===== src/include/vsp_map.svh =====
// Purpose: Offsets, field positions, reset values of the sync/blink register bank
// Assumes: APB byte address is four times the register index
// Notes:   Definitions only
`ifndef VSP_MAP_SVH
`define VSP_MAP_SVH

// Register indices
`define VSP_IDX_SYNC_PWM     8'h23
`define VSP_IDX_BLINK        8'h33
`define VSP_IDX_SYNC_POL     8'h34
`define VSP_IDX_EVT_STATUS   8'h40
`define VSP_IDX_EVT_MASK     8'h41

// Sync interrupt and PWM polarity fields
`define VSP_BIT_SRC_FLAG     7
`define VSP_BIT_VS_IEN       6
`define VSP_BIT_PWM_CHANNEL_EIGHT_INV     2
`define VSP_BIT_LOW_INV      1
`define VSP_BIT_HIGH_INV     0
`define VSP_SYNC_PWM_WMASK   8'hC7

// Blink control fields
`define VSP_BLINK_RATIO_LSB  2
`define VSP_BLINK_FREQ_LSB   0
`define VSP_BLINK_WMASK      8'h0F

// Sync polarity field
`define VSP_BIT_VS_POL       2

// Event status bits
`define VSP_EVT_VSYNC        0
`define VSP_EVT_BLINK        1
`define VSP_EVT_WMASK        8'h03

// Reset values
`define VSP_RST_SYNC_PWM     8'h00
`define VSP_RST_BLINK        8'h03
`define VSP_RST_SYNC_POL     8'h00
`define VSP_RST_EVT_MASK     8'h00

// Shared interrupt vector address
`define VSP_SHARED_VECTOR    8'h05

// Blink timing in sync edges
`define VSP_BLINK_BASE       16

`endif


===== src/include/vsp_pkg.sv =====
// Purpose: Types of the sync/blink register bank
// Assumes: Used with vsp_map.svh
// Notes:   APB state encoding is one-hot; ratio codes are binary
package vsp_pkg;

    typedef enum logic [1:0]
    {
        VSP_APB_SETUP  = 2'b01,
        VSP_APB_ACCESS = 2'b10
    } vsp_apb_state_t;

    typedef enum logic [1:0]
    {
        VSP_RATIO_3_1  = 2'b00,
        VSP_RATIO_1_1  = 2'b01,
        VSP_RATIO_1_3  = 2'b10,
        VSP_RATIO_RSVD = 2'b11
    } vsp_ratio_t;

endpackage


===== src/verilog/vsp_vsync_edge.sv =====
// Purpose: Synchronise the sync pin and find its active edge
// Assumes: Pin is asynchronous to core_clk
// Notes:   One-cycle pulse on entry into the active level
`timescale 1ns/10ps
`default_nettype none
module vsp_vsync_edge
(
    // Clock and reset
    input  wire logic core_clk,
    input  wire logic sys_rst,
    // Pin and polarity
    input  wire logic vertical_sync_in,
    input  wire logic vsync_polarity_sel,
    // Event
    output logic      active_edge
);
    logic sync_a;
    logic sync_b;
    logic active_d;
    logic active_now;

    always_ff @(posedge core_clk)
    begin
        if (sys_rst)
        begin
            sync_a <= 1'b0;
            sync_b <= 1'b0;
        end
        else
        begin
            sync_a <= vertical_sync_in;
            sync_b <= sync_a;
        end
    end

    // Low-active pin when polarity is 0
    assign active_now = vsync_polarity_sel ? sync_b : ~sync_b;

    // Polarity change can fake one edge; software sets it once
    always_ff @(posedge core_clk)
    begin
        if (sys_rst)
            active_d <= 1'b1;
        else
            active_d <= active_now;
    end

    assign active_edge = active_now & ~active_d;

endmodule
`default_nettype wire


===== src/verilog/vsp_blink_gen.sv =====
// Purpose: Blink period and on/off phase from sync edges
// Assumes: tick is a one-cycle pulse per active sync edge
// Notes:   Visible first, then hidden, within each period
`timescale 1ns/10ps
`default_nettype none
`include "vsp_map.svh"
module vsp_blink_gen
    import vsp_pkg::*;
#(
    parameter int CNT_W = 7
)
(
    // Clock and reset
    input  wire logic       core_clk,
    input  wire logic       sys_rst,
    // Control
    input  wire logic       tick,
    input  wire logic [1:0] freq_sel,
    input  wire logic [1:0] ratio_sel,
    // Results
    output logic            blink_visible,
    output logic            period_wrap
);
    logic [CNT_W-1:0] edge_cnt;
    logic [CNT_W-1:0] last_cnt;
    logic [CNT_W-1:0] on_len;
    logic [CNT_W:0]   period;

    assign period   = (CNT_W+1)'(`VSP_BLINK_BASE) << freq_sel;
    assign last_cnt = CNT_W'(period - 1'b1);

    always_comb
    begin
        case (vsp_ratio_t'(ratio_sel))
            VSP_RATIO_3_1: on_len = CNT_W'((period >> 1) + (period >> 2));
            VSP_RATIO_1_1: on_len = CNT_W'(period >> 1);
            VSP_RATIO_1_3: on_len = CNT_W'(period >> 2);
            // Reserved code behaves as 1:1
            default:       on_len = CNT_W'(period >> 1);
        endcase
    end

    // Shortened period restarts count rather than overrun
    assign period_wrap = tick & (edge_cnt >= last_cnt); // [RULE_15]

    always_ff @(posedge core_clk)
    begin
        if (sys_rst)
            edge_cnt <= '0;
        else if (period_wrap)
            edge_cnt <= '0;
        else if (tick)
            edge_cnt <= edge_cnt + 1'b1; // [RULE_15]
    end

    always_ff @(posedge core_clk)
    begin
        if (sys_rst)
            blink_visible <= 1'b1;
        else
            blink_visible <= (edge_cnt < on_len); // [RULE_12] [RULE_13]
    end

endmodule
`default_nettype wire


===== src/verilog/vsp_top.sv =====
// Purpose: Sync interrupt, PWM polarity and blink control register bank
// Assumes: APB slave on core_clk, no wait states, ready in the first access cycle
// Notes:   Serial interrupt request and enable come from on-chip logic
//
// Added by the designer: the APB slave port.
`timescale 1ns/10ps
`default_nettype none
`include "vsp_map.svh"

// Summary of operation
// RULE_01 - Flag bit 7: 1 sync, 0 serial
// RULE_02 - Both sources share vector 05H
// RULE_03 - Software clears flag after service
// RULE_04 - Sync interrupt needs serial enable and bit 6
// RULE_05 - Sync interrupt on selected sync edge
// RULE_06 - Software picks polarity for retrace start
// RULE_07 - Polarity bit: 0 active low, 1 high
// RULE_08 - Bit 2 inverts eighth PWM channel
// RULE_09 - Bit 1 inverts channels zero to three
// RULE_10 - Bit 0 inverts channels four to seven
// RULE_11 - Bits 5 to 3 reserved, no effect
// RULE_12 - Ratio field selects 3:1, 1:1, 1:3
// RULE_13 - Frequency field divides sync by 16..128
// RULE_14 - Upper blink bits reserved, no effect
// RULE_15 - Blink period counts active sync edges
module vsp_top
    import vsp_pkg::*;
#(
    parameter int PWM_N = 8,
    parameter int CNT_W = 7
)
(
    // Clock and reset
    input  wire logic             core_clk,
    input  wire logic             sys_rst,
    // APB slave
    input  wire logic             psel,
    input  wire logic             penable,
    input  wire logic             pwrite,
    input  wire logic [11:0]      paddr,
    input  wire logic [31:0]      pwdata,
    input  wire logic [3:0]       pstrb,
    output logic [31:0]           prdata,
    output logic                  pready,
    output logic                  pslverr,
    // Sync pin
    input  wire logic             vertical_sync_in,
    // Serial interface interrupt
    input  wire logic             serial_irq_req,
    input  wire logic             serial_irq_enable,
    // Shared CPU interrupt
    output logic                  shared_irq,
    output logic [7:0]            shared_irq_vector,
    // PWM channels
    input  wire logic [PWM_N-1:0] pwm_raw,
    input  wire logic             pwm_channel_eight,
    output logic [PWM_N-1:0]      pwm_out,
    output logic                  pwm_eight_out,
    // Character blink
    output logic                  blink_visible,
    // Event interrupt
    output logic                  evt_irq
);
    vsp_apb_state_t apb_state;
    vsp_apb_state_t next_apb_state;

    logic [7:0] sync_pwm;
    logic [7:0] blink_ctrl;
    logic [7:0] sync_pol;
    logic [7:0] evt_status;
    logic [7:0] evt_mask;

    logic       irq_source_flag;
    logic       vsync_irq_enable;
    logic       pwm_ch8_invert;
    logic       pwm_low_group_invert;
    logic       pwm_high_group_invert;
    logic       vsync_polarity_sel;
    logic [1:0] blink_freq;
    logic [1:0] blink_ratio;

    logic       vsync_edge;
    logic       vsync_event;
    logic       blink_wrap;
    logic       blink_vis_int;

    logic       xfer_done;
    logic       wr_en;
    logic       rd_en;
    logic       lane0;
    logic [7:0] wbyte;
    logic [7:0] evt_set;
    logic [7:0] evt_clr;
    logic [7:0] rd_byte;
    logic       hit;
    logic       wr_sync_pwm;
    logic       wr_blink;
    logic       wr_sync_pol;
    logic       wr_evt_mask;
    logic       rd_evt_status;
    logic       rd_setup;

    // Index decode, shared by read mux and write strobes
    function automatic logic sel_idx(input logic [11:0] addr, input logic [7:0] idx);
        sel_idx = (addr[1:0] == 2'b00) && (addr[11:2] == {2'b00, idx});
    endfunction

    function automatic logic addr_known(input logic [11:0] addr);
        addr_known = sel_idx(addr, `VSP_IDX_SYNC_PWM)
                   | sel_idx(addr, `VSP_IDX_BLINK)
                   | sel_idx(addr, `VSP_IDX_SYNC_POL)
                   | sel_idx(addr, `VSP_IDX_EVT_STATUS)
                   | sel_idx(addr, `VSP_IDX_EVT_MASK);
    endfunction

    // Field views
    assign irq_source_flag       = sync_pwm[`VSP_BIT_SRC_FLAG];
    assign vsync_irq_enable      = sync_pwm[`VSP_BIT_VS_IEN];
    assign pwm_ch8_invert        = sync_pwm[`VSP_BIT_PWM_CHANNEL_EIGHT_INV];
    assign pwm_low_group_invert  = sync_pwm[`VSP_BIT_LOW_INV];
    assign pwm_high_group_invert = sync_pwm[`VSP_BIT_HIGH_INV];
    assign vsync_polarity_sel    = sync_pol[`VSP_BIT_VS_POL];
    assign blink_ratio           = blink_ctrl[`VSP_BLINK_RATIO_LSB +: 2];
    assign blink_freq            = blink_ctrl[`VSP_BLINK_FREQ_LSB +: 2];

    // APB handshake: setup, then one access cycle with pready
    always_comb
    begin
        case (apb_state)
            VSP_APB_SETUP:
                next_apb_state = (psel && !penable) ? VSP_APB_ACCESS : VSP_APB_SETUP;
            VSP_APB_ACCESS:
                next_apb_state = VSP_APB_SETUP;
            default:
                next_apb_state = VSP_APB_SETUP;
        endcase
    end

    always_ff @(posedge core_clk)
    begin
        if (sys_rst)
            apb_state <= VSP_APB_SETUP;
        else
            apb_state <= next_apb_state;
    end

    assign pready    = (apb_state == VSP_APB_ACCESS);
    assign xfer_done = psel & penable & pready;
    assign wr_en     = xfer_done & pwrite;
    assign rd_en     = xfer_done & ~pwrite;
    assign lane0     = pstrb[0];
    assign wbyte     = pwdata[7:0];
    assign hit       = addr_known(paddr);

    // Per-register strobes, a write needs byte lane 0
    assign wr_sync_pwm   = wr_en & lane0 & sel_idx(paddr, `VSP_IDX_SYNC_PWM);
    assign wr_blink      = wr_en & lane0 & sel_idx(paddr, `VSP_IDX_BLINK);
    assign wr_sync_pol   = wr_en & lane0 & sel_idx(paddr, `VSP_IDX_SYNC_POL);
    assign wr_evt_mask   = wr_en & lane0 & sel_idx(paddr, `VSP_IDX_EVT_MASK);
    assign rd_evt_status = rd_en & sel_idx(paddr, `VSP_IDX_EVT_STATUS);
    assign rd_setup      = psel & ~penable & ~pwrite;

    // Error only on the access edge, low otherwise
    assign pslverr = pready & psel & penable & ~hit;

    // Read data captured in setup so prdata comes from a flop
    always_comb
    begin
        rd_byte = 8'h00;
        if (sel_idx(paddr, `VSP_IDX_SYNC_PWM))
            rd_byte = sync_pwm;
        else if (sel_idx(paddr, `VSP_IDX_BLINK))
            rd_byte = blink_ctrl;
        else if (sel_idx(paddr, `VSP_IDX_SYNC_POL))
            rd_byte = sync_pol;
        else if (sel_idx(paddr, `VSP_IDX_EVT_STATUS))
            rd_byte = evt_status;
        else if (sel_idx(paddr, `VSP_IDX_EVT_MASK))
            rd_byte = evt_mask;
    end

    always_ff @(posedge core_clk)
    begin
        if (sys_rst)
            prdata <= 32'h0000_0000;
        else if (rd_setup)
            prdata <= {24'h00_0000, rd_byte};
    end

    // Sync edge detection with selected polarity
    vsp_vsync_edge u_edge
    (
        .core_clk           (core_clk),
        .sys_rst            (sys_rst),
        .vertical_sync_in   (vertical_sync_in),
        .vsync_polarity_sel (vsync_polarity_sel), // [RULE_07]
        .active_edge        (vsync_edge)          // [RULE_05]
    );

    // Sync only interrupts when both enables are set
    assign vsync_event = vsync_edge & serial_irq_enable & vsync_irq_enable; // [RULE_04]

    // Sync interrupt and PWM polarity register
    // Flag set by sync event wins over a software clear in the same cycle
    always_ff @(posedge core_clk)
    begin
        if (sys_rst)
            sync_pwm <= `VSP_RST_SYNC_PWM;
        else
        begin
            if (wr_sync_pwm)
                sync_pwm <= wbyte & `VSP_SYNC_PWM_WMASK; // [RULE_11]
            if (vsync_event)
                sync_pwm[`VSP_BIT_SRC_FLAG] <= 1'b1; // [RULE_01]
        end
    end

    // Blink control register, upper nibble held at zero
    always_ff @(posedge core_clk)
    begin
        if (sys_rst)
            blink_ctrl <= `VSP_RST_BLINK;
        else if (wr_blink)
            blink_ctrl <= wbyte & `VSP_BLINK_WMASK; // [RULE_14]
    end

    // Sync polarity register, only the polarity bit is kept
    always_ff @(posedge core_clk)
    begin
        if (sys_rst)
            sync_pol <= `VSP_RST_SYNC_POL;
        else if (wr_sync_pol)
            sync_pol <= wbyte & (8'h01 << `VSP_BIT_VS_POL); // [RULE_07]
    end

    // Shared interrupt: a flag left set keeps requesting
    // Serial source is reported with the flag at 0
    always_ff @(posedge core_clk)
    begin
        if (sys_rst)
            shared_irq <= 1'b0;
        else
            shared_irq <= serial_irq_enable & (irq_source_flag | serial_irq_req); // [RULE_01] [RULE_03]
    end

    assign shared_irq_vector = `VSP_SHARED_VECTOR; // [RULE_02]

    // PWM polarity, registered so outputs come from flops
    genvar gi;
    generate
        for (gi = 0; gi < PWM_N; gi++)
        begin : g_pwm
            always_ff @(posedge core_clk)
            begin
                if (sys_rst)
                    pwm_out[gi] <= 1'b0;
                else if (gi < PWM_N/2)
                    pwm_out[gi] <= pwm_raw[gi] ^ pwm_low_group_invert; // [RULE_09]
                else
                    pwm_out[gi] <= pwm_raw[gi] ^ pwm_high_group_invert; // [RULE_10]
            end
        end
    endgenerate

    always_ff @(posedge core_clk)
    begin
        if (sys_rst)
            pwm_eight_out <= 1'b0;
        else
            pwm_eight_out <= pwm_channel_eight ^ pwm_ch8_invert; // [RULE_08]
    end

    // Blink counts every active edge, regardless of interrupt enables
    vsp_blink_gen #(.CNT_W (CNT_W)) u_blink
    (
        .core_clk      (core_clk),
        .sys_rst       (sys_rst),
        .tick          (vsync_edge),    // [RULE_15]
        .freq_sel      (blink_freq),    // [RULE_13]
        .ratio_sel     (blink_ratio),   // [RULE_12]
        .blink_visible (blink_vis_int),
        .period_wrap   (blink_wrap)
    );

    assign blink_visible = blink_vis_int;

    // Event status: sticky, cleared by a read, set wins
    always_comb
    begin
        evt_set = 8'h00;
        evt_set[`VSP_EVT_VSYNC] = vsync_edge;
        evt_set[`VSP_EVT_BLINK] = blink_wrap;
        // Clear only what the read returned; an event after setup survives
        evt_clr = rd_evt_status ? prdata[7:0] : 8'h00;
    end

    always_ff @(posedge core_clk)
    begin
        if (sys_rst)
            evt_status <= 8'h00;
        else
            evt_status <= ((evt_status & ~evt_clr) | evt_set) & `VSP_EVT_WMASK;
    end

    always_ff @(posedge core_clk)
    begin
        if (sys_rst)
            evt_mask <= `VSP_RST_EVT_MASK;
        else if (wr_evt_mask)
            evt_mask <= wbyte & `VSP_EVT_WMASK;
    end

    always_ff @(posedge core_clk)
    begin
        if (sys_rst)
            evt_irq <= 1'b0;
        else
            evt_irq <= |(evt_status & evt_mask);
    end

endmodule
`default_nettype wire


===== config.mk =====
export PLATFORM = sky130hd
export DESIGN_NAME = vsp_top
export DESIGN_NICKNAME = d
export VERILOG_FILES = /design/src/include/vsp_pkg.sv /design/src/verilog/vsp_vsync_edge.sv /design/src/verilog/vsp_blink_gen.sv /design/src/verilog/vsp_top.sv
export VERILOG_INCLUDE_DIRS = /design/src /design/src/include
export SDC_FILE = /design/constraint.sdc
export NUM_CORES = 1
export LEC_CHECK = 0
export ABC_CLOCK_PERIOD_IN_PS = 2500
export BUFFER_PORTS_ARGS = -buffer_cell sky130_fd_sc_hd__buf_2
export CAP_MARGIN = 10
export CORE_MARGIN = 8
export CORE_UTILIZATION = 35
export CTS_CLUSTER_DIAMETER = 60
export DETAILED_ROUTE_END_ITERATION = 16
export PLACE_DENSITY = 0.65
export SLEW_MARGIN = 20
export SYNTH_ARGS = -nofsm -noshare
export SYNTH_HDL_FRONTEND = slang
export SYNTH_SLANG_ARGS = --single-unit

===== constraint.sdc =====
create_clock -name core_clk -period 2.5 [get_ports core_clk]
set_input_delay 0.375 -clock core_clk [delete_from_list [all_inputs] [get_ports core_clk]]
set_output_delay 0.375 -clock core_clk [all_outputs]
set_load 0.01 [all_outputs]

Word level (Yosys, flattened, before mapping):

Index checks and enable logic that the tools add are counted.

* flip-flop bits (word level): 46
* input bits: 65

* bitwise logic cells: 44
* equal/unequal tests: 8
* shift-type cells: 1
* reduce and logical (&&, ||, !) cells: 13
* $add $sub $neg: 3
* muxes and demuxes: 11
* order comparisons: 2

Operators by type and width (number)
* two-way mux 8 bit: 4
* equality test 10 x 6 -> 1 bit, second input constant: 3
* bitwise AND 1 bit: 20
* equality test 10 x 7 -> 1 bit, second input constant: 2
* one-hot mux 7 bit (2 select lines): 1
* bitwise XOR 1 bit: 9
* two-way mux 2 bit: 4
* OR reduction 8 bit: 1
* left shift 5 x 2 -> 8 bit, first input constant: 1
* adder 7 x 1 -> 7 bit, second input constant: 1
* adder 7 x 6 -> 7 bit: 1
* >= comparator 7 bit: 1
* < comparator 7 bit: 1
* subtractor 7 x 1 -> 7 bit, second input constant: 1
* logical AND 1 bit: 6
* inverter 1 bit: 6
* OR 1 bit: 5
* bitwise AND 2 bit: 2
* equality test 2 bit, second input constant: 2
* logical NOT 2 bit: 2
* OR reduction 2 bit: 2
* equality test 2 x 1 -> 1 bit, second input constant: 1
* two-way mux 1 bit: 2
* inverter 2 bit: 1
* other kinds (3): 3

Logic depth before layout (Yosys ltp):

Gate-level depths: netlist of the first run.

* depth in word-level cells: 8
* depth in mapped cells: 11
* mapped depth without buffers: 11

Hierarchy:

From an unflattened synthesis of the first run, not the netlist that was laid out.

* cells, all modules: 300
* area, all modules: 2626.3 µm²

Modules (own cells, without submodules)
* vsp_top: seq. area each 660.6 µm², cells an instance 208, instances 1, area an instance 1789.2 µm²
* vsp_blink_gen: seq. area each 160.2 µm², cells an instance 84, instances 1, area an instance 745.7 µm²
* vsp_vsync_edge: seq. area each 60.1 µm², cells an instance 8, instances 1, area an instance 91.3 µm²

Worst setup path after synthesis of the first run:

OpenSTA, ideal clock, no wires.

* path type: flip-flop to flip-flop
* from: register blink_ctrl[1]
* to: register u_blink.blink_visible
* slack: 0.483 ns
* cell stages (with the launch flop): 12
* clock period less this slack: 2.017 ns
* data arrival time: 1.959 ns
* data required time: 2.442 ns
* cells stage by stage: dfxtp_1 inv_1 ha_1 ha_1 mux2i_1 nor2_1 a21oi_1 ha_1 o21a_1 o21a_1 o21ai_0 a211o_1

* cells in the longest elaborated chain, start to end: 4

RTL lines
* start: declaration: line vsp_top.sv:68 `logic [7:0] blink_ctrl;`
* start signal: assignment: line vsp_top.sv:222 `` blink_ctrl <= `VSP_RST_BLINK; ``
* start signal: assignment: line vsp_top.sv:224 `` blink_ctrl <= wbyte & `VSP_BLINK_WMASK; ``
* left shift 5 x 2 -> 8 bit (*): line vsp_blink_gen.sv:29 `` assign period = (CNT_W+1)'(`VSP_BLINK_BASE) << freq_sel; ``
* adder 7 x 6 -> 7 bit: line vsp_blink_gen.sv:35 `VSP_RATIO_3_1: on_len = CNT_W'((period >> 1) + (period >> 2));`
* one-hot mux 7 bit (2 select lines) (*): line vsp_blink_gen.sv:34 `case (vsp_ratio_t'(ratio_sel))`
* < comparator 7 bit (*): line vsp_blink_gen.sv:61 `blink_visible <= (edge_cnt < on_len);`
* end signal: assignment: line vsp_blink_gen.sv:61
* end: declaration: line vsp_blink_gen.sv:21 `output logic blink_visible,`

Every way passes the cells marked *; elsewhere a longest branch is shown, timed or not.
A chain may end at the register's enable or synchronous reset.

Final worst setup path of the first run:

Ends and elaborated chain as after synthesis.

==> flow_results.xml, run 1 <==
<?xml version="1.0" encoding="UTF-8"?>
<metrics>
  <group name="timing">
    <metric name="max_slew.worst_pin.slew" unit="ns">0.849</metric>
    <metric name="totalNegativeSetupSlack" unit="ns">0</metric>
    <metric name="fin_worst_skew" unit="ns">0.00685</metric>
    <metric name="layout_worst_path_cycle_share" unit="%">90.3</metric>
    <metric name="max-slew-margin-rel" unit="%">43.4</metric>
    <metric name="post-route-min-period" unit="ns">2.26</metric>
    <metric name="maxSlewViolCount" unit="">0</metric>
    <metric name="setup_ws" unit="ns">0.243</metric>
    <metric name="max_freq" unit="MHz">443</metric>
    <metric name="hold_viol_final" unit="">0</metric>
    <metric name="grt_setup_unrepaired" unit="">no</metric>
    <metric name="finalSetupViolCount" unit="">0</metric>
  </group>
  <group name="worst_setup_path">
    <metric name="r2r_start" unit="">blink_ctrl[1]</metric>
    <metric name="worst-r2r-setup-slack" unit="ns">0.24</metric>
    <metric name="criticalPathCategory" unit="">flip-flop to flip-flop</metric>
    <metric name="worst_setup_sp_type" unit="">flip-flop</metric>
    <metric name="worstSetupEndpointType" unit="">flip-flop</metric>
    <metric name="length_in_cells_of_the_worst_reg_to_reg_path" unit="">11</metric>
    <metric name="required" unit="ns">2.73</metric>
    <metric name="worst-path-max-fanout" unit="">5</metric>
    <metric name="worstReg2RegEnd" unit="">u_blink.blink_visible</metric>
    <metric name="cp.arrival" unit="ns">2.49</metric>
  </group>
  <group name="finish">
    <metric name="final_core_utilization" unit="%">39.6</metric>
    <metric name="finalNetCount" unit="">420</metric>
    <metric name="antenna-diode-count" unit="">0</metric>
    <metric name="drive_gt1_share" unit="%">20.6</metric>
    <metric name="syn_to_final_growth" unit="%">11.6</metric>
  </group>
  <group name="drt">
    <metric name="routed-via-count" unit="">2061</metric>
    <metric name="detail_route.wirelength" unit="um">5680</metric>
    <metric name="dr_pass1_iterations" unit="">4</metric>
    <metric name="route.detailed.wl_per_inst" unit="um">12.9</metric>
    <metric name="avgViaCountPerCell" unit="">4.69</metric>
    <metric name="drtIter0Drc" unit="">123</metric>
    <metric name="dr_drc_count" unit="">0</metric>
    <metric name="postRouteAntennaNets" unit="">0</metric>
  </group>
  <group name="job">
    <metric name="max_cap_viol_count" unit="">0</metric>
  </group>
  <group name="clock_network">
    <metric name="clock_path_buffers" unit="">2</metric>
    <metric name="post_cts_resized" unit="">0</metric>
    <metric name="cts-hold-fix-buffers" unit="">0</metric>
    <metric name="worst_setup_hold_path_clk_slew" unit="ns">0.08</metric>
    <metric name="clock_tree_from_tritoncts" unit="">done</metric>
    <metric name="count_of_h_tree_levels_built_during_cts" unit="">2</metric>
    <metric name="clock_tree.root_cell" unit="">clkbuf_8</metric>
    <metric name="number_of_sinks_on_the_clock_net" unit="">44</metric>
    <metric name="cts_buffers" unit="">5</metric>
    <metric name="cts_setup_buffers" unit="">0</metric>
    <metric name="insertion_delay" unit="ns">0.29</metric>
  </group>
  <group name="synth">
    <metric name="netlist_top_cells_area" unit="">dfxtp_1 35%, buf_4 10%, ha_1 7.4%</metric>
    <metric name="synth_commonest_cells" unit="">44 x dfxtp_1, 38 x nor2_1, 34 x buf_4, 15 x ha_1</metric>
    <metric name="synth-seq-cells" unit="">44</metric>
    <metric name="synthArstFlopShare" unit="%">0</metric>
    <metric name="synth_top_flop_cell" unit="">dfxtp_1</metric>
    <metric name="netlist_area" unit="um2">2530</metric>
    <metric name="yosys_warnings" unit="">0</metric>
    <metric name="ys_seq_area_share" unit="%">34.8</metric>
    <metric name="synth.lib_cells_used.distinct" unit="">50</metric>
    <metric name="yosysTopAreaCell" unit="">dfxtp_1</metric>
    <metric name="synth_most_common_cell" unit="">dfxtp_1</metric>
    <metric name="syn_inst" unit="">294</metric>
    <metric name="synth_area_per_cell" unit="um2">8.62</metric>
    <metric name="synth-edff-count" unit="">0</metric>
    <metric name="synth_largest_type_area_fraction" unit="%">34.8</metric>
  </group>
  <group name="power">
    <metric name="sequentialPowerShare" unit="%">54.9</metric>
    <metric name="power.combinational.fraction" unit="%">9.5</metric>
    <metric name="sw_frac_of_total" unit="%">23.2</metric>
    <metric name="p_per_area" unit="nW/um2">464</metric>
    <metric name="power_report.internal_total" unit="mW">1.01</metric>
    <metric name="power.clock.fraction" unit="%">35.6</metric>
    <metric name="leakage_power" unit="nW">1.28</metric>
    <metric name="power" unit="mW">1.31</metric>
    <metric name="vdd.ir_drop.worst" unit="mV">0.274</metric>
    <metric name="p_sw" unit="mW">0.304</metric>
  </group>
  <group name="global_routing">
    <metric name="maximum_number_of_pins_on_one_net_before_global_route_repair" unit="">51</metric>
    <metric name="grt_pass1_vias" unit="">2008</metric>
    <metric name="antenna_violations_before_repair" unit="">0</metric>
    <metric name="grt_util_all_layers" unit="%">11.1</metric>
    <metric name="grt_first_pass_wirelength" unit="um">9220</metric>
    <metric name="grt_overflow_total" unit="">0</metric>
  </group>
  <group name="floorplan">
    <metric name="initial_utilization" unit="%">35.5</metric>
    <metric name="placementRows" unit="">31</metric>
    <metric name="floorplan.die.width" unit="um">101</metric>
    <metric name="fp.dieArea" unit="um2">10200</metric>
    <metric name="die-height" unit="um">101</metric>
    <metric name="io-pin-count" unit="">119</metric>
    <metric name="coreArea" unit="um2">7140</metric>
  </group>
  <group name="place">
    <metric name="preCtsSetupSlack" unit="ns">0.248</metric>
    <metric name="post-dp-hpwl" unit="um">4490</metric>
    <metric name="gp_congestion" unit="">0.815</metric>
    <metric name="io_buffers" unit="">55</metric>
  </group>
  <group name="min_path">
    <metric name="worst_hold_path_type" unit="">input port to flip-flop</metric>
    <metric name="hp-start" unit="">vertical_sync_in</metric>
    <metric name="min_delay_path_depth" unit="">2</metric>
    <metric name="endpoint_with_the_worst_hold_slack" unit="">u_edge.sync_a</metric>
  </group>
  <group name="status">
    <metric name="status" unit="">completed</metric>
  </group>
</metrics>
state kept, by name (all words and copies together), names as in the netlist, 2 cells and up:
register / cells
apb_state: 2
blink_ctrl: 4
evt_mask: 2
evt_status: 2
prdata: 6
pwm_out: 8
sync_pwm: 5
u_blink.edge_cnt: 7
power by group through the flow:
stage	Clock (mW)	Combinational (mW)	Sequential (mW)
final	0.466	0.125	0.720
after global routing	0.521	0.140	0.722
after CTS	0.486	0.124	0.720
after detailed placement	0	0.124	0.737
after global placement	0	0.122	0.736
after floorplan	0	0.105	0.741
area by class of cell:
| class | instances | area (um2) |
|---|---|---|
| inverter | 8 | 30.0 |
| tap | 99 | 124 |
| sequential | 44 | 881 |
| fill | 787 | 4310 |
| timing repair buffer | 56 | 283 |
| multi-input combinational | 225 | 1410 |
| clock buffer | 7 | 96.3 |
worst max path at each step:
stage | start | endpoint | depth (start not counted)
4_1_cts | blink_ctrl[1] | u_blink.blink_visible | 11
2_1_floorplan | blink_ctrl[1] | u_blink.blink_visible | 11
3_5_place_dp | blink_ctrl[1] | u_blink.blink_visible | 11
3_3_place_gp | blink_ctrl[0] | u_blink.blink_visible | 11
6_report | blink_ctrl[1] | u_blink.blink_visible | 11
5_1_grt | blink_ctrl[1] | u_blink.blink_visible | 11
through the flow:
stage,area (um2),cells,hold WS (ns)
after floorplan,2650,326,0.414
after global placement,2730,432,0.435
after detailed placement,2730,432,0.448
after CTS,2830,439,0.290
after global routing,2830,439,0.289
final,2830,439,0.295
metal layers:
metal | up-vias | wire (um) | track usage, %
li1 | 1049 | - | -
met3 | 4 | 547 | 4.07
met1 | 943 | 2590 | 13.8
met2 | 65 | 2510 | 17.6
met4 | 0 | 28 | 2.41
met5 | - | 0 | 0
critical path, stage by stage (launching register included):
cell and delay, ns:
dfxtp_1 0.41, inv_1 0.12, ha_1 0.25, ha_1 0.30, mux2i_1 0.13, nor2_1 0.05, a21oi_1 0.15, ha_1 0.25
o21a_1 0.10, o21a_1 0.16, o21ai_0 0.14, a211o_1 0.14
layout by cell type, fill, tap and decap left out, types with 5 or more instances in the layout:
cell      instances
xnor2_1           9
buf_2            55
nand3_1           7
clkbuf_8          7
nor3_1            7
a21oi_1          13
nand2_1          10
o31ai_1           5
ha_1             15
dfxtp_1          44
nor2_1           38
o21ai_0           9
conb_1           34
inv_1             8
nand2b_1          8
mux2i_1          13
cell families (layout without fill, tap and decap cells):
family                     after synthesis  after routing  synth area share [%]
and+or+nand+nor                        104            104                  21.7
buffers and inverters                   57             71                  14.2
AOI/OAI and AO/OA                       49             49                  13.0
DFF                                     44             44                  34.8
adders and majority gates               15             15                  7.41
muxes                                   13             13                  5.14
xor gates and xnor gates                10             10                  3.46
other                                    2             34                 0.296
No activity file was read; power rests on OpenSTA's default activity.
==> inputs of run 2 (changes only) <==
--- a/config.mk
+++ b/config.mk
@@ -6,14 +6,15 @@
 export SDC_FILE = /design/constraint.sdc
 export NUM_CORES = 1
 export LEC_CHECK = 0
-export ABC_CLOCK_PERIOD_IN_PS = 2500
+export ABC_CLOCK_PERIOD_IN_PS = 2600
 export BUFFER_PORTS_ARGS = -buffer_cell sky130_fd_sc_hd__buf_2
 export CAP_MARGIN = 10
 export CORE_MARGIN = 8
-export CORE_UTILIZATION = 35
+export CORE_UTILIZATION = 43
 export CTS_CLUSTER_DIAMETER = 60
 export DETAILED_ROUTE_END_ITERATION = 16
-export PLACE_DENSITY = 0.65
+export HOLD_SLACK_MARGIN = 0.15
+export PLACE_DENSITY = 0.77
 export SLEW_MARGIN = 20
 export SYNTH_ARGS = -nofsm -noshare
 export SYNTH_HDL_FRONTEND = slang
==> constraint.sdc (replaced) <==
create_clock -name core_clk -period 2.6 [get_ports core_clk]
set_input_delay 0.39 -clock core_clk [delete_from_list [all_inputs] [get_ports core_clk]]
set_output_delay 0.39 -clock core_clk [all_outputs]
set_load 0.01 [all_outputs]
==> flow_results.xml, run 2 (same netlist as run 1, synthesis figures left out) <==
<?xml version="1.0" encoding="UTF-8"?>
<metrics>
  <group name="status">
    <metric name="status" unit="">completed</metric>
  </group>
  <group name="worst_setup_path">
    <metric name="slowest_stage" unit="">dfxtp_1</metric>
    <metric name="worst-path-max-fanout" unit="">5</metric>
    <metric name="worstSetupEndpointType" unit="">flip-flop</metric>
    <metric name="critical-path-top-cell-by-count" unit="">ha_1</metric>
    <metric name="worst_setup_sp_type" unit="">flip-flop</metric>
    <metric name="cp.arrival" unit="ns">2.48</metric>
    <metric name="criticalPathCategory" unit="">flip-flop to flip-flop</metric>
    <metric name="crit_path_cell_trace" unit="">inv_1, ha_1, ha_1, a21oi_1, a32oi_1, nor3_1, a221oi_1, ha_1, o21ai_0, a211o_1</metric>
    <metric name="required" unit="ns">2.80</metric>
    <metric name="critical-path-max-stage-delay" unit="ns">0.42</metric>
  </group>
  <group name="timing">
    <metric name="hold_viol_final" unit="">0</metric>
    <metric name="fin_worst_skew" unit="ns">0.00379</metric>
    <metric name="max_slew.worst_pin.slew" unit="ns">0.819</metric>
    <metric name="totalNegativeSetupSlack" unit="ns">0</metric>
    <metric name="finalSetupViolCount" unit="">0</metric>
    <metric name="final.hold.worst_slack" unit="ns">0.291</metric>
    <metric name="grt_setup_unrepaired" unit="">no</metric>
    <metric name="maxSlewViolCount" unit="">0</metric>
    <metric name="max_freq" unit="MHz">439</metric>
    <metric name="max-slew-margin-rel" unit="%">45.4</metric>
    <metric name="layout_worst_path_cycle_share" unit="%">87.7</metric>
    <metric name="post-route-min-period" unit="ns">2.28</metric>
  </group>
  <group name="power">
    <metric name="sequentialPowerShare" unit="%">52.0</metric>
    <metric name="leakage_power" unit="nW">1.28</metric>
    <metric name="p_per_area" unit="nW/um2">475</metric>
    <metric name="p_sw" unit="mW">0.315</metric>
    <metric name="power_report.internal_total" unit="mW">1.02</metric>
    <metric name="sw_frac_of_total" unit="%">23.7</metric>
    <metric name="power.clock.fraction" unit="%">39.0</metric>
    <metric name="power" unit="mW">1.33</metric>
    <metric name="power.combinational.fraction" unit="%">9.0</metric>
    <metric name="vdd.ir_drop.worst" unit="mV">0.416</metric>
  </group>
  <group name="finish">
    <metric name="multiInputGateArea" unit="um2">1410</metric>
    <metric name="antenna-diode-count" unit="">0</metric>
    <metric name="syn_to_final_growth" unit="%">10.5</metric>
    <metric name="layoutNonFillerInstCount" unit="">415</metric>
    <metric name="finalNetCount" unit="">419</metric>
    <metric name="sequential_standard_cell_area" unit="um2">881</metric>
    <metric name="fill_cells" unit="">588</metric>
    <metric name="layout_common_cells" unit="">55 x buf_2, 44 x dfxtp_1, 38 x nor2_1, 34 x conb_1, 15 x ha_1</metric>
    <metric name="mostFrequentLayoutCell" unit="">buf_2</metric>
    <metric name="reg_top3" unit="">pwm_out x8, u_blink.edge_cnt x7, prdata x6</metric>
    <metric name="final_core_utilization" unit="%">48.1</metric>
    <metric name="drive_gt1_share" unit="%">20.3</metric>
    <metric name="regMostFlops" unit="">pwm_out</metric>
    <metric name="largest_reg_flops" unit="">8</metric>
  </group>
  <group name="global_routing">
    <metric name="maximum_number_of_pins_on_one_net_before_global_route_repair" unit="">51</metric>
    <metric name="antenna_violations_before_repair" unit="">0</metric>
    <metric name="grt_util_all_layers" unit="%">13.3</metric>
    <metric name="grt_first_pass_wirelength" unit="um">9430</metric>
    <metric name="grt_pass1_vias" unit="">2059</metric>
    <metric name="grt_overflow_total" unit="">0</metric>
  </group>
  <group name="drt">
    <metric name="routed-via-count" unit="">2075</metric>
    <metric name="drtIter0Drc" unit="">137</metric>
    <metric name="route.detailed.wl_per_inst" unit="um">13.7</metric>
    <metric name="detail_route.wirelength" unit="um">5680</metric>
    <metric name="dr_pass1_iterations" unit="">4</metric>
    <metric name="avgViaCountPerCell" unit="">5.00</metric>
    <metric name="postRouteAntennaNets" unit="">0</metric>
    <metric name="dr_drc_count" unit="">0</metric>
  </group>
  <group name="clock_network">
    <metric name="clock_tree.root_cell" unit="">clkbuf_8</metric>
    <metric name="post_cts_resized" unit="">0</metric>
    <metric name="worst_setup_hold_path_clk_slew" unit="ns">0.08</metric>
    <metric name="clock_path_buffers" unit="">2</metric>
    <metric name="cts_setup_buffers" unit="">0</metric>
    <metric name="number_of_sinks_on_the_clock_net" unit="">44</metric>
    <metric name="cts-hold-fix-buffers" unit="">0</metric>
    <metric name="count_of_h_tree_levels_built_during_cts" unit="">2</metric>
    <metric name="cts_buffers" unit="">5</metric>
    <metric name="clock_tree_from_tritoncts" unit="">done</metric>
    <metric name="insertion_delay" unit="ns">0.30</metric>
  </group>
  <group name="place">
    <metric name="post-dp-hpwl" unit="um">4430</metric>
    <metric name="gp_congestion" unit="">0.836</metric>
    <metric name="io_buffers" unit="">55</metric>
    <metric name="placedCellCount" unit="">407</metric>
  </group>
  <group name="floorplan">
    <metric name="initial_utilization" unit="%">43.6</metric>
    <metric name="coreArea" unit="um2">5820</metric>
    <metric name="io-pin-count" unit="">119</metric>
    <metric name="fp.dieArea" unit="um2">8600</metric>
    <metric name="die-height" unit="um">92.8</metric>
    <metric name="placementRows" unit="">28</metric>
    <metric name="floorplan.die.width" unit="um">92.8</metric>
  </group>
  <group name="min_path">
    <metric name="worst_hold_path_type" unit="">input port to flip-flop</metric>
  </group>
  <group name="job">
    <metric name="max_cap_viol_count" unit="">0</metric>
  </group>
</metrics>
run 2: path summary, 6_finish.rpt:
| check | from | end | slack (ns) | depth (start not counted) |
|---|---|---|---|---|
| hold / removal | vertical_sync_in | u_edge.sync_a | 0.29 | 2 |
| hold reg to reg | u_edge.sync_a | u_edge.sync_b | 0.44 | 1 |
| setup / recovery | blink_ctrl[0] | u_blink.blink_visible | 0.32 | 10 |
| setup reg to reg | blink_ctrl[0] | u_blink.blink_visible | 0.32 | 10 |
run 2: metal layers:
metal  up-vias  part of all wire, %  global-route usage (%)
li1       1050                    -                       -
met1       943                   42                    14.8
met2        73                   46                    23.0
met3         9                   10                    4.85
met4         0                  1.4                    4.43
met5         -                    0                       0
run 2: layout make-up:
class / instances / area share, %
multi-input combinational: 225 / 50.4
sequential: 44 / 31.5
timing repair buffer: 55 / 9.83
tap: 75 / 3.35
clock buffer: 6 / 2.59
clock inverter: 2 / 1.25
inverter: 8 / 1.07
run 2: metrics by stage:
| stage | cell area [um2] | setup slack (ns) |
|---|---|---|
| floorplan | 2650 | 0.583 |
| global placement | 2690 | 0.342 |
| detailed placement | 2690 | 0.329 |
| CTS | 2800 | 0.329 |
| global route | 2800 | 0.146 |
| finish | 2800 | 0.320 |
run 2: worst max-delay path: cells and delay by family (launching register included):
family	cells	cell delay [ns]
flops	1	0.42
buf+inv	1	0.12
simple gates	1	0.14
compound gates	5	0.69
fa+ha+maj	3	0.80
run 2: power groups by stage:
stage | registers [mW] | clock network (mW) | logic, mW
floorplan | 0.713 | 0 | 0.101
global placement | 0.708 | 0 | 0.116
detailed placement | 0.708 | 0 | 0.119
CTS | 0.692 | 0.533 | 0.119
global route | 0.694 | 0.562 | 0.134
finish | 0.692 | 0.519 | 0.120
==> inputs of run 3 (changes only) <==
--- a/config.mk
+++ b/config.mk
@@ -9,12 +9,14 @@
 export ABC_CLOCK_PERIOD_IN_PS = 2600
 export BUFFER_PORTS_ARGS = -buffer_cell sky130_fd_sc_hd__buf_2
 export CAP_MARGIN = 10
+export CORE_ASPECT_RATIO = 0.7
 export CORE_MARGIN = 8
 export CORE_UTILIZATION = 43
 export CTS_CLUSTER_DIAMETER = 60
 export DETAILED_ROUTE_END_ITERATION = 16
 export HOLD_SLACK_MARGIN = 0.15
 export PLACE_DENSITY = 0.77
+export SETUP_SLACK_MARGIN = 0.15
 export SLEW_MARGIN = 20
 export SYNTH_ARGS = -nofsm -noshare
 export SYNTH_HDL_FRONTEND = slang
==> flow_results.xml, run 3 (same netlist as run 1, synthesis figures left out) <==
<?xml version="1.0" encoding="UTF-8"?>
<metrics>
  <group name="timing">
    <metric name="hold_viol_final" unit="">0</metric>
    <metric name="totalNegativeSetupSlack" unit="ns">0</metric>
    <metric name="final.hold.worst_slack" unit="ns">0.292</metric>
    <metric name="max-slew-margin-rel" unit="%">42.1</metric>
    <metric name="maxSlewViolCount" unit="">0</metric>
    <metric name="post-route-min-period" unit="ns">2.28</metric>
    <metric name="grt_setup_unrepaired" unit="">no</metric>
    <metric name="max_freq" unit="MHz">439</metric>
    <metric name="max_slew.worst_pin.slew" unit="ns">0.868</metric>
    <metric name="setup_ws" unit="ns">0.320</metric>
    <metric name="layout_worst_path_cycle_share" unit="%">87.7</metric>
    <metric name="fin_worst_skew" unit="ns">0.00624</metric>
    <metric name="finalSetupViolCount" unit="">0</metric>
  </group>
  <group name="finish">
    <metric name="multiInputGateArea" unit="um2">1420</metric>
    <metric name="postLayoutCellArea" unit="um2">2790</metric>
    <metric name="largest_reg_flops" unit="">8</metric>
    <metric name="mostFrequentLayoutCell" unit="">buf_2</metric>
    <metric name="syn_to_final_growth" unit="%">10.2</metric>
    <metric name="layout_common_cells" unit="">55 x buf_2, 44 x dfxtp_1, 38 x nor2_1, 34 x conb_1, 15 x ha_1</metric>
    <metric name="layoutNonFillerInstCount" unit="">415</metric>
    <metric name="regMostFlops" unit="">pwm_out</metric>
    <metric name="final_core_utilization" unit="%">49.0</metric>
    <metric name="antenna-diode-count" unit="">0</metric>
    <metric name="finalNetCount" unit="">419</metric>
    <metric name="fill_cells" unit="">581</metric>
    <metric name="sequential_standard_cell_area" unit="um2">881</metric>
    <metric name="drive_gt1_share" unit="%">20.9</metric>
    <metric name="reg_top3" unit="">pwm_out x8, u_blink.edge_cnt x7, prdata x6</metric>
  </group>
  <group name="drt">
    <metric name="dr_drc_count" unit="">0</metric>
    <metric name="drtIter0Drc" unit="">119</metric>
    <metric name="postRouteAntennaNets" unit="">0</metric>
    <metric name="routed-via-count" unit="">2083</metric>
    <metric name="detail_route.wirelength" unit="um">6010</metric>
    <metric name="dr_pass1_iterations" unit="">4</metric>
    <metric name="avgViaCountPerCell" unit="">5.02</metric>
    <metric name="route.detailed.wl_per_inst" unit="um">14.5</metric>
  </group>
  <group name="power">
    <metric name="sequentialPowerShare" unit="%">54.6</metric>
    <metric name="power.clock.fraction" unit="%">35.8</metric>
    <metric name="power_report.internal_total" unit="mW">0.943</metric>
    <metric name="sw_frac_of_total" unit="%">25.7</metric>
    <metric name="power.combinational.fraction" unit="%">9.6</metric>
    <metric name="leakage_power" unit="nW">1.27</metric>
    <metric name="p_sw" unit="mW">0.326</metric>
    <metric name="power" unit="mW">1.27</metric>
    <metric name="p_per_area" unit="nW/um2">455</metric>
    <metric name="vdd.ir_drop.worst" unit="mV">0.247</metric>
  </group>
  <group name="clock_network">
    <metric name="cts_buffers" unit="">5</metric>
    <metric name="count_of_h_tree_levels_built_during_cts" unit="">2</metric>
    <metric name="clock_path_buffers" unit="">2</metric>
    <metric name="clock_tree.root_cell" unit="">clkbuf_8</metric>
    <metric name="insertion_delay" unit="ns">0.31</metric>
    <metric name="cts_setup_buffers" unit="">0</metric>
    <metric name="clock_tree_from_tritoncts" unit="">done</metric>
    <metric name="number_of_sinks_on_the_clock_net" unit="">44</metric>
    <metric name="worst_setup_hold_path_clk_slew" unit="ns">0.08</metric>
  </group>
  <group name="global_routing">
    <metric name="met2_usage" unit="%">21.0</metric>
    <metric name="grt_util_all_layers" unit="%">13.6</metric>
    <metric name="use_met1" unit="%">17.5</metric>
    <metric name="grt_overflow_total" unit="">0</metric>
    <metric name="grt_use_met3" unit="%">4.16</metric>
    <metric name="top_usage_layer" unit="">met2</metric>
    <metric name="antenna_violations_before_repair" unit="">0</metric>
    <metric name="grt_first_pass_wirelength" unit="um">9450</metric>
    <metric name="maximum_number_of_pins_on_one_net_before_global_route_repair" unit="">51</metric>
    <metric name="grt_pass1_vias" unit="">1986</metric>
  </group>
  <group name="worst_setup_path">
    <metric name="required" unit="ns">2.81</metric>
    <metric name="worst-path-max-fanout" unit="">5</metric>
    <metric name="criticalPathCategory" unit="">flip-flop to flip-flop</metric>
    <metric name="worst_setup_sp_type" unit="">flip-flop</metric>
    <metric name="cp.arrival" unit="ns">2.49</metric>
    <metric name="worstSetupEndpointType" unit="">flip-flop</metric>
  </group>
  <group name="job">
    <metric name="max_cap_viol_count" unit="">0</metric>
  </group>
  <group name="floorplan">
    <metric name="initial_utilization" unit="%">44.5</metric>
    <metric name="floorplan.die.width" unit="um">108</metric>
    <metric name="coreArea" unit="um2">5700</metric>
    <metric name="placementRows" unit="">23</metric>
    <metric name="die-height" unit="um">80.2</metric>
    <metric name="fp.dieArea" unit="um2">8640</metric>
    <metric name="io-pin-count" unit="">119</metric>
  </group>
  <group name="min_path">
    <metric name="worst_hold_path_type" unit="">input port to flip-flop</metric>
  </group>
  <group name="place">
    <metric name="placedCellCount" unit="">407</metric>
    <metric name="post-dp-hpwl" unit="um">4640</metric>
    <metric name="preCtsSetupSlack" unit="ns">0.354</metric>
    <metric name="gp_congestion" unit="">0.863</metric>
    <metric name="io_buffers" unit="">55</metric>
    <metric name="dpl-instance-area" unit="um2">2690</metric>
  </group>
  <group name="status">
    <metric name="status" unit="">completed</metric>
  </group>
</metrics>
run 3: power groups by stage:
stage / sequential, mW / combinational [mW] / clock, mW
6_report: 0.692 / 0.122 / 0.454
5_1_grt: 0.694 / 0.135 / 0.489
4_1_cts: 0.693 / 0.120 / 0.463
3_5_place_dp: 0.708 / 0.120 / 0
3_3_place_gp: 0.708 / 0.117 / 0
2_1_floorplan: 0.713 / 0.101 / 0
run 3: path summary, 6_finish.rpt:
check / startpoint / slack (ns) / endpoint / cells past startpoint
worst max-delay path: blink_ctrl[1] / 0.32 / u_blink.blink_visible / 10
worst min-delay path: vertical_sync_in / 0.29 / u_edge.sync_a / 2
worst max register to register: blink_ctrl[1] / 0.32 / u_blink.blink_visible / 10
worst min register to register: apb_state[1] / 0.45 / apb_state[1] / 1
run 3: final cells by class:
type / count / area share [%]
multi-input combinational: 225 / 50.8
sequential: 44 / 31.6
timing repair buffer: 55 / 9.86
tap: 75 / 3.36
clock buffer: 6 / 2.96
inverter: 8 / 1.08
clock inverter: 2 / 0.359
run 3: metal layers:
layer	share of wire, %	up-vias	routed length (um)
met5	0	-	0
met4	0.58	0	35
met3	8.5	4	509
met2	44	59	2670
met1	47	970	2800
li1	-	1050	-
run 3: timing repair:
action / CTS / global route
resized for setup: 0 / 1
hold buffers: 0 / 0
setup endpoints to repair: 0 / 1
run 3: critical path, cell delays in order (launching register included):
cell	delay (ns)
dfxtp_1	0.40
inv_1	0.12
ha_1	0.26
ha_1	0.23
a21oi_1	0.19
a32oi_1	0.08
nor3_1	0.22
a221oi_2	0.07
ha_1	0.29
o21ai_0	0.07
a211o_1	0.25
